**src/include/pcd_pkg.sv**
```systemverilog
package pcd_pkg;

   // Clock rate and detection interval.
   localparam int CLK_MHZ = 10;
   localparam int DET_TIME_US = 30;
   localparam int DET_CYCLES = DET_TIME_US * CLK_MHZ;
   localparam logic [8:0] DET_LAST = 9'(DET_CYCLES - 1);

   // Analog thresholds (millivolts) and sink current (microamps), kept for reference by the comparator front ends.
   localparam int RAMP_UVLO_MV = 4000;
   localparam int TIED_HIGH_MV = 4500;
   localparam int SINK_UA = 50;

   // Phase outputs: index 0 to 3 are main phases 1 to 4, index 4 is the auxiliary rail.
   localparam int N_PH = 5;
   localparam int AUX_IDX = 4;

   // Register byte addresses.
   localparam logic [3:0] ADR_CTRL = 4'h0;
   localparam logic [3:0] ADR_STAT = 4'h4;
   localparam logic [3:0] ADR_CFG = 4'h8;

   // Control register fields and reset value.
   localparam int CTRL_HOLD_BIT = 0;
   localparam logic CTRL_HOLD_RST = 1'b0;

   // Status register fields.
   localparam int STAT_STATE_LSB = 0;
   localparam int STAT_RAMP_OK_BIT = 8;
   localparam int STAT_VCC_OK_BIT = 9;
   localparam int STAT_DRV_FB_BIT = 10;
   localparam int STAT_EN_BIT = 11;

   // Configuration register fields.
   localparam int CFG_COUNT_LSB = 0;
   localparam int CFG_AUX_OFF_BIT = 4;
   localparam int CFG_TIED_LSB = 8;
   localparam int CFG_VALID_BIT = 15;

   typedef enum logic [4:0] {
      ST_IDLE   = 5'h01,
      ST_DETECT = 5'h02,
      ST_START  = 5'h04,
      ST_RUN    = 5'h08,
      ST_FAULT  = 5'h10
   } pcd_state_e;

endpackage : pcd_pkg

```
**src/include/pcd_pwm_if.sv**
```systemverilog
`timescale 1ns/1ps
interface pcd_pwm_if;
   logic [4:0] active;
   logic [4:0] req;
   logic run;
   logic hold_low;
   logic [4:0] pwm;
   logic [4:0] mid;
   logic [4:0] oe_n;

   modport ctl (output active, output req, output run, output hold_low,
                input pwm, input mid, input oe_n);
   modport stage (input active, input req, input run, input hold_low,
                  output pwm, output mid, output oe_n);
endinterface : pcd_pwm_if

```
**src/hdl/pcd_sync.sv**
```systemverilog
`timescale 1ns/1ps
module pcd_sync #(
   parameter int W = 8
) (
   input wire logic clk_i,
   input wire logic rst_i,
   input wire logic [W-1:0] async_i,
   output logic [W-1:0] sync_o
);
   logic [W-1:0] meta_r;

   // The first stage feeds only the second stage.
   always_ff @(posedge clk_i) begin
      if (rst_i) begin
         meta_r <= '0;
         sync_o <= '0;
      end else begin
         meta_r <= async_i;
         sync_o <= meta_r;
      end
   end
endmodule : pcd_sync

```
**src/hdl/pcd_phase_out.sv**
```systemverilog
`timescale 1ns/1ps
module pcd_phase_out
   import pcd_pkg::*;
(
   input wire logic clk_i,
   input wire logic rst_i,
   pcd_pwm_if.stage pif
);
   genvar g;
   generate
      for (g = 0; g < N_PH; g++) begin : g_ph
         logic left_mid_r;
         logic pwm_r;
         logic mid_r;
         logic oe_n_r;

         // An unused phase floats after detection; a live phase is driven low until run, then sits at mid level until its first pulse,
         // so in run a pre-charged output is not discharged through the low-side switch before that pulse.
         always_ff @(posedge clk_i) begin
            if (rst_i || pif.hold_low) begin
               left_mid_r <= 1'b0;
               pwm_r <= 1'b0;
               mid_r <= 1'b0;
               oe_n_r <= 1'b0;
            end else if (!pif.active[g]) begin
               left_mid_r <= 1'b0;
               pwm_r <= 1'b0;
               mid_r <= 1'b0;
               oe_n_r <= 1'b1;
            end else if (pif.run) begin
               left_mid_r <= left_mid_r | pif.req[g];
               pwm_r <= pif.req[g];
               mid_r <= ~(left_mid_r | pif.req[g]);
               oe_n_r <= 1'b0;
            end else begin
               left_mid_r <= 1'b0;
               pwm_r <= 1'b0;
               mid_r <= 1'b0;
               oe_n_r <= 1'b0;
            end
         end

         assign pif.pwm[g] = pwm_r;
         assign pif.mid[g] = mid_r;
         assign pif.oe_n[g] = oe_n_r;
      end
   endgenerate
endmodule : pcd_phase_out

```
**src/hdl/pcd_top.sv**
```systemverilog
`timescale 1ns/1ps
module pcd_top
   import pcd_pkg::*;
(
   input wire logic clk_i,
   input wire logic rst_i,
   // Wishbone classic slave.
   input wire logic wb_cyc_i,
   input wire logic wb_stb_i,
   input wire logic wb_we_i,
   input wire logic [3:0] wb_adr_i,
   input wire logic [3:0] wb_sel_i,
   input wire logic [31:0] wb_dat_i,
   output logic wb_ack_o,
   output logic [31:0] wb_dat_o,
   // Pins and comparator results, all asynchronous.
   input wire logic enable_i,
   input wire logic phase2_sense_return_i,
   input wire logic phase3_sense_return_i,
   input wire logic phase4_sense_return_i,
   input wire logic aux_rail_sense_return_i,
   input wire logic ramp_supply_sense_i,
   input wire logic vcc_ok_i,
   input wire logic gate_driver_on_i,
   // Modulator pulse requests on this clock: bits 0 to 3 main phases, bit 4 auxiliary.
   input wire logic [4:0] pwm_req_i,
   // Phase outputs, detection sinks, gate driver enable and soft start flag.
   output logic [4:0] pulse_out_o,
   output logic [4:0] pulse_mid_o,
   output logic [4:0] pulse_oe_n_o,
   output logic [2:0] sink_en_o,
   output logic gate_driver_on_o,
   output logic soft_start_o
);

   // Synchronised pin levels.
   logic [7:0] pins_s;
   wire en_s = pins_s[0];
   wire p2_hi_s = pins_s[1];
   wire p3_hi_s = pins_s[2];
   wire p4_hi_s = pins_s[3];
   wire aux_hi_s = pins_s[4];
   wire ramp_ok_s = pins_s[5];
   wire vcc_ok_s = pins_s[6];
   wire drv_fb_s = pins_s[7];

   pcd_sync #(.W(8)) u_sync (
      .clk_i(clk_i),
      .rst_i(rst_i),
      .async_i({gate_driver_on_i, vcc_ok_i, ramp_supply_sense_i, aux_rail_sense_return_i,
                phase4_sense_return_i, phase3_sense_return_i, phase2_sense_return_i,
                enable_i}),
      .sync_o(pins_s)
   );

   pcd_state_e state_r;
   pcd_state_e state_nxt;
   logic [8:0] det_cnt_r;
   logic [3:0] tied_r;
   logic cfg_valid_r;
   logic hold_r;
   logic drv_on_r;
   logic [2:0] sink_r;
   logic soft_r;
   logic ack_r;
   logic [31:0] rdat_r;

   // Supply good for switching: the ramp lockout only counts while enabled.
   wire ramp_uvlo = en_s & ~ramp_ok_s;
   wire supplies_ok = vcc_ok_s & ~ramp_uvlo;
   wire det_done = (state_r == ST_DETECT) && (det_cnt_r == DET_LAST);

   // Classification of pins 2, 3, 4 and the auxiliary pin, in that order.
   wire [3:0] tied_now = {aux_hi_s, p4_hi_s, p3_hi_s, p2_hi_s};

   // Active masks: phase 1 always runs, the others unless tied high.
   wire [3:0] main_active = {~tied_r[2], ~tied_r[1], ~tied_r[0], 1'b1};
   wire aux_active = ~tied_r[3];

   // Phase count follows the number of untied main pins.
   wire [2:0] phase_count = 3'h1 + 3'(main_active[1]) + 3'(main_active[2])
                            + 3'(main_active[3]);

   always_comb begin
      state_nxt = state_r;
      unique case (state_r)
         ST_IDLE: begin
            if (en_s) begin
               state_nxt = ST_DETECT;
            end
         end
         ST_DETECT: begin
            if (det_done) begin
               state_nxt = ST_START;
            end
         end
         ST_START: begin
            // Soft start only once supply, ramp and driver feedback all agree.
            if (supplies_ok && drv_on_r && drv_fb_s && !hold_r) begin
               state_nxt = ST_RUN;
            end else if (!supplies_ok) begin
               state_nxt = ST_FAULT;
            end
         end
         ST_RUN: begin
            if (!supplies_ok) begin
               state_nxt = ST_FAULT;
            end
         end
         ST_FAULT: begin
            if (supplies_ok) begin
               state_nxt = ST_START;
            end
         end
         default: begin
            state_nxt = ST_IDLE;
         end
      endcase
      if (!en_s) begin
         state_nxt = ST_IDLE;
      end
   end

   always_ff @(posedge clk_i) begin
      if (rst_i) begin
         state_r <= ST_IDLE;
      end else begin
         state_r <= state_nxt;
      end
   end

   // Detection interval counter.
   always_ff @(posedge clk_i) begin
      if (rst_i || state_r != ST_DETECT) begin
         det_cnt_r <= '0;
      end else begin
         det_cnt_r <= det_cnt_r + 9'h001;
      end
   end

   // The configuration is caught once and held, so a pin that drifts later
   // cannot change the phase count under load.
   always_ff @(posedge clk_i) begin
      if (rst_i || !en_s) begin
         tied_r <= '0;
         cfg_valid_r <= 1'b0;
      end else if (det_done) begin
         tied_r <= tied_now;
         cfg_valid_r <= 1'b1;
      end
   end

   // Sinks are on only during detection, then removed from every pin.
   always_ff @(posedge clk_i) begin
      if (rst_i) begin
         sink_r <= '0;
      end else begin
         sink_r <= (state_nxt == ST_DETECT) ? 3'h7 : 3'h0;
      end
   end

   // Gate drivers are enabled once configured and supplies are good; a lockout drops them.
   always_ff @(posedge clk_i) begin
      if (rst_i) begin
         drv_on_r <= 1'b0;
         soft_r <= 1'b0;
      end else begin
         drv_on_r <= ((state_nxt == ST_START) || (state_nxt == ST_RUN)) && supplies_ok;
         soft_r <= (state_nxt == ST_RUN);
      end
   end

   // Phase output stage.
   pcd_pwm_if pif ();

   assign pif.active = {aux_active, main_active};
   assign pif.req = pwm_req_i;
   assign pif.run = (state_r == ST_RUN);
   assign pif.hold_low = (state_r == ST_IDLE) || (state_r == ST_DETECT);

   pcd_phase_out u_phase (
      .clk_i(clk_i),
      .rst_i(rst_i),
      .pif(pif)
   );

   assign pulse_out_o = pif.pwm;
   assign pulse_mid_o = pif.mid;
   assign pulse_oe_n_o = pif.oe_n;
   assign sink_en_o = sink_r;
   assign gate_driver_on_o = drv_on_r;
   assign soft_start_o = soft_r;

   // Register bus: one wait state, ack for one cycle, unmapped reads return zero.
   wire bus_req = wb_cyc_i & wb_stb_i & ~ack_r;
   wire sel_ctrl = (wb_adr_i == ADR_CTRL);
   wire sel_stat = (wb_adr_i == ADR_STAT);
   wire sel_cfg = (wb_adr_i == ADR_CFG);
   wire wr_ctrl = bus_req & wb_we_i & sel_ctrl & wb_sel_i[0];

   wire [31:0] stat_word = (32'(state_r) << STAT_STATE_LSB)
                         | (32'(ramp_ok_s) << STAT_RAMP_OK_BIT)
                         | (32'(vcc_ok_s) << STAT_VCC_OK_BIT)
                         | (32'(drv_fb_s) << STAT_DRV_FB_BIT)
                         | (32'(en_s) << STAT_EN_BIT);
   wire [31:0] cfg_word = (32'(cfg_valid_r ? phase_count : 3'h0) << CFG_COUNT_LSB)
                        | (32'(tied_r[3]) << CFG_AUX_OFF_BIT)
                        | (32'(tied_r) << CFG_TIED_LSB)
                        | (32'(cfg_valid_r) << CFG_VALID_BIT);
   wire [31:0] rd_mux = sel_ctrl ? (32'(hold_r) << CTRL_HOLD_BIT) :
                        sel_stat ? stat_word :
                        sel_cfg ? cfg_word : 32'h0000_0000;

   always_ff @(posedge clk_i) begin
      if (rst_i) begin
         ack_r <= 1'b0;
         rdat_r <= '0;
         hold_r <= CTRL_HOLD_RST;
      end else begin
         ack_r <= bus_req;
         rdat_r <= (bus_req && !wb_we_i) ? rd_mux : 32'h0000_0000;
         if (wr_ctrl) begin
            hold_r <= wb_dat_i[CTRL_HOLD_BIT];
         end
      end
   end

   assign wb_ack_o = ack_r;
   assign wb_dat_o = rdat_r;

endmodule : pcd_top

```
**config.mk**
```make
export PLATFORM = sky130hd
export DESIGN_NAME = pcd_top
export DESIGN_NICKNAME = d
export VERILOG_FILES = /design/src/include/pcd_pkg.sv /design/src/include/pcd_pwm_if.sv /design/src/hdl/pcd_sync.sv /design/src/hdl/pcd_phase_out.sv /design/src/hdl/pcd_top.sv
export SDC_FILE = /design/constraint.sdc
export NUM_CORES = 1
export LEC_CHECK = 0
export ABC_AREA = 0
export ABC_CLOCK_PERIOD_IN_PS = 2400
export BUFFER_PORTS_ARGS = -buffer_cell sky130_fd_sc_hd__buf_4
export CAP_MARGIN = 40
export CORE_ASPECT_RATIO = 0.5
export CORE_MARGIN = 5
export CORE_UTILIZATION = 52
export DETAILED_ROUTE_END_ITERATION = 16
export GPL_ROUTABILITY_DRIVEN = 0
export PLACE_DENSITY = 0.85
export SLEW_MARGIN = 20
export SYNTH_ARGS = -nofsm -noshare
export SYNTH_HDL_FRONTEND = slang
export SYNTH_SLANG_ARGS = --single-unit
```
**constraint.sdc**
```tcl
create_clock -name clk_i -period 2.4 [get_ports clk_i]
set_input_delay 0.24 -clock clk_i [delete_from_list [all_inputs] [get_ports clk_i]]
set_output_delay 0.24 -clock clk_i [all_outputs]
set_load 0.05 [all_outputs]
```
==> results.yml <==
setup_path:
  crit_path_start: "det_cnt_r[0]$_SDFF_PP0_"
  slowest_stage: "dfxtp_1"
  worstSetupStartpointType: "flip-flop"
  required_ns: 2.67
  cp-end-kind: "flip-flop"
  reg2reg_from: "det_cnt_r[0]$_SDFF_PP0_"
  cp_slowest_stage_delay_ns: 0.42
  crit_arrival_ns: 1.96
  cp_max_fo: 6
  worst-setup-path-type: "flip-flop to flip-flop"
  path_cells: "ha_1 -> and4b_1 -> nand4_2 -> nand3_1 -> a21oi_1 -> nor3_2"
synth:
  syn_inst: 282
  syn_avg_cell_area_sq_um: 9.89
  synth_warnings: 0
  ys_types: 41
  synthFlopType: "dfxtp_1"
  syn_area_sq_mm: 0.00279
  synth_edf_count: 0
  async_flop_share_pct: 0
  yosysSeqAreaShare_pct: 49.5
  synth_seq_cells: 69
finish:
  syn2layout_area_growth_pct: 16.5
  diodes: 0
  fin_util_pct: 64.1
  nNetsFinal: 383
  drive_gt1_share_pct: 24.0
die:
  coreArea_sq_mm: 0.00507
  dieArea_sq_mm: 0.00702
  dieWidth_um: 114
  io_pins: 111
  die_h_um: 61.8
  start_util_pct: 55.0
  rows: 18
place:
  hpwl_um: 3770
  port_buffers: 53
grt:
  overflow: 0
  grt_pass1_vias: 1751
  grt_first_pass_wirelength_um: 8160
  grt_max_degree: 24
  antenna_found_initial: 0
  track_usage_pct: 15.6
clock_tree:
  clockRootBuffer: "clkbuf_8"
  cts_made_buffers: 9
  cts_tree: "yes"
  cts_setup_buffers: 0
  h-tree-depth: 3
  cts_hold_buffers: 0
  cts.sinks: 69
  clock_tree.buffer_depth: 2
  clk_pin_slew_worst_paths_ns: 0.06
  ctsResizeCount: 0
  clock_latency_ns: 0.34
timing:
  rsz0062_at_grt: "no"
  setup_viol: 0
  post-route-min-period_ns: 1.69
  tns_ns: 0
  skew_ns: 0.00551
  worst_pin_slew_ns: 0.641
  relSlewSlack_pct: 57.1
  final_hold_viol_count: 0
  timing.final.crit_share_pct: 70.3
  final_max_slew_viol_count: 0
  fmax_ghz: 0.593
route:
  met3_length_um: 460
  via_per_inst: 4.88
  route.met2.wl_um: 2450
  top_layer: "met4"
  initialDrtViolationCount: 81
  drtPass1Iterations: 4
  totalWireLength_um: 5270
  wl_per_cell_um: 13.3
  vias: 1927
  met1_length_um: 2280
  drc: 0
  ant_nets: 0
power_and_ir_drop:
  powerDensity_mw_per_mm2: 743
  peakVddDrop_v: 0.000344
  power_leakage_nw: 1.40
worst_hold_path:
  hold_class: "primary input to flip-flop"
  hold_path_startpoint: "pwm_req_i[4]"
run:
  drv_cap: 0
outcome:
  outcome: "completed"
-- layout make-up --
type | instances | area [sq um]
multi-input combinational | 182 | 1130
sequential | 69 | 1380
tap | 70 | 87.6
clock buffer | 10 | 128
fill | 401 | 1820
clock inverter | 5 | 100
inverter | 6 | 22.5
timing repair buffer | 53 | 398
-- layout by cell type (no fill, tap or decap), types with 7 or more instances in the layout --
cell type and count:
and2_1 7, dfxtp_1 69, clkbuf_8 9, conb_1 23, nor2b_1 22, nand2_1 11, a21oi_1 8, nor3_1 9
buf_4 53, xor2_1 8, nor2_1 30
-- critical path, delay by kind of cell, from the launching register on --
kind / cells / cell delay, ns
fa+ha+maj: 1 / 0.28
simple gates: 4 / 0.82
compound gates: 1 / 0.09
flops: 1 / 0.42
-- kinds of logic after synthesis --
group                    count (synthesis)  synth area share [%]
adder cells (fa/ha/maj)                  4                  1.79
buffers and inverters                   53                  12.8
AO/OA/AOI/OAI                           19                  4.67
AND/OR/NAND/NOR                        120                  25.8
other                                    1                 0.134
multiplexers                             6                  2.15
flip-flops                              69                  49.5
XOR/XNOR                                10                  3.14
-- sequential cells by signal (all words and copies together), names as in the netlist, 4 cells and up --
| name | count |
|---|---|
| wb_dat_o | 10 |
| u_phase.g_ph.oe_n_r | 4 |
| u_phase.g_ph.mid_r | 5 |
| u_phase.g_ph.left_mid_r | 5 |
| u_phase.g_ph.pwm_r | 5 |
| det_cnt_r | 9 |
| tied_r | 4 |
| u_sync.sync_o | 8 |
| state_r | 5 |
| u_sync.meta_r | 8 |
-- cell usage after synthesis, drive strengths merged, types with 3 or more instances --
cell type  count  area, sq um
a21oi          8         40.0
a22oi          5         37.5
and2           7         43.8
and3           3         18.8
buf           45          328
dfxtp         69         1380
ha             4         50.1
inv            6         22.5
mux2i          6         60.1
nand2         11         41.3
nand2b         3         18.8
nand3          4         20.0
nand4          4         31.3
nor2          31          119
nor2b         22          138
nor3          12         81.3
nor3b          6         45.0
nor4           4         25.0
nor4b          5         68.8
xor2           8         70.1
-- stage by stage --
stage / hold slack, ns / cell area (sq um) / power (mW) / worst slack, ns / instances
detailed placement: 0.411 / 3020 / 1.35 / 0.746 / 380
global route: 0.0533 / 3250 / 2.49 / 0.507 / 395
floorplan: 0.319 / 2870 / 1.34 / 0.976 / 304
finish: 0.0727 / 3250 / 2.41 / 0.712 / 395
global placement: 0.404 / 3020 / 1.35 / 0.794 / 380
CTS: 0.0521 / 3250 / 2.44 / 0.705 / 395
-- path summary, 6_finish.rpt --
check,cells after the start,slack (ns),endpoint
setup / recovery,6,0.71,gate_driver_on_o$_SDFF_PP0_
hold / removal,2,0.07,u_phase.g_ph[4].mid_r$_SDFF_PP0_
setup reg to reg,6,0.71,gate_driver_on_o$_SDFF_PP0_
hold reg to reg,1,0.42,u_phase.g_ph[4].mid_r$_SDFF_PP0_
-- where the power goes --
| group | switching, mW | internal, mW |
|---|---|---|
| Clock | 0.403 | 0.681 |
| Sequential | 0.00794 | 1.16 |
| Combinational | 0.118 | 0.0437 |
-- metal layers --
| layer | track usage, % | vias up |
|---|---|---|
| met5 | 0 | - |
| met4 | 9.25 | 0 |
| met3 | 5.90 | 6 |
| met2 | 26.4 | 81 |
| met1 | 17.6 | 880 |
| li1 | - | 960 |
(Power assumes the default switching activity.)
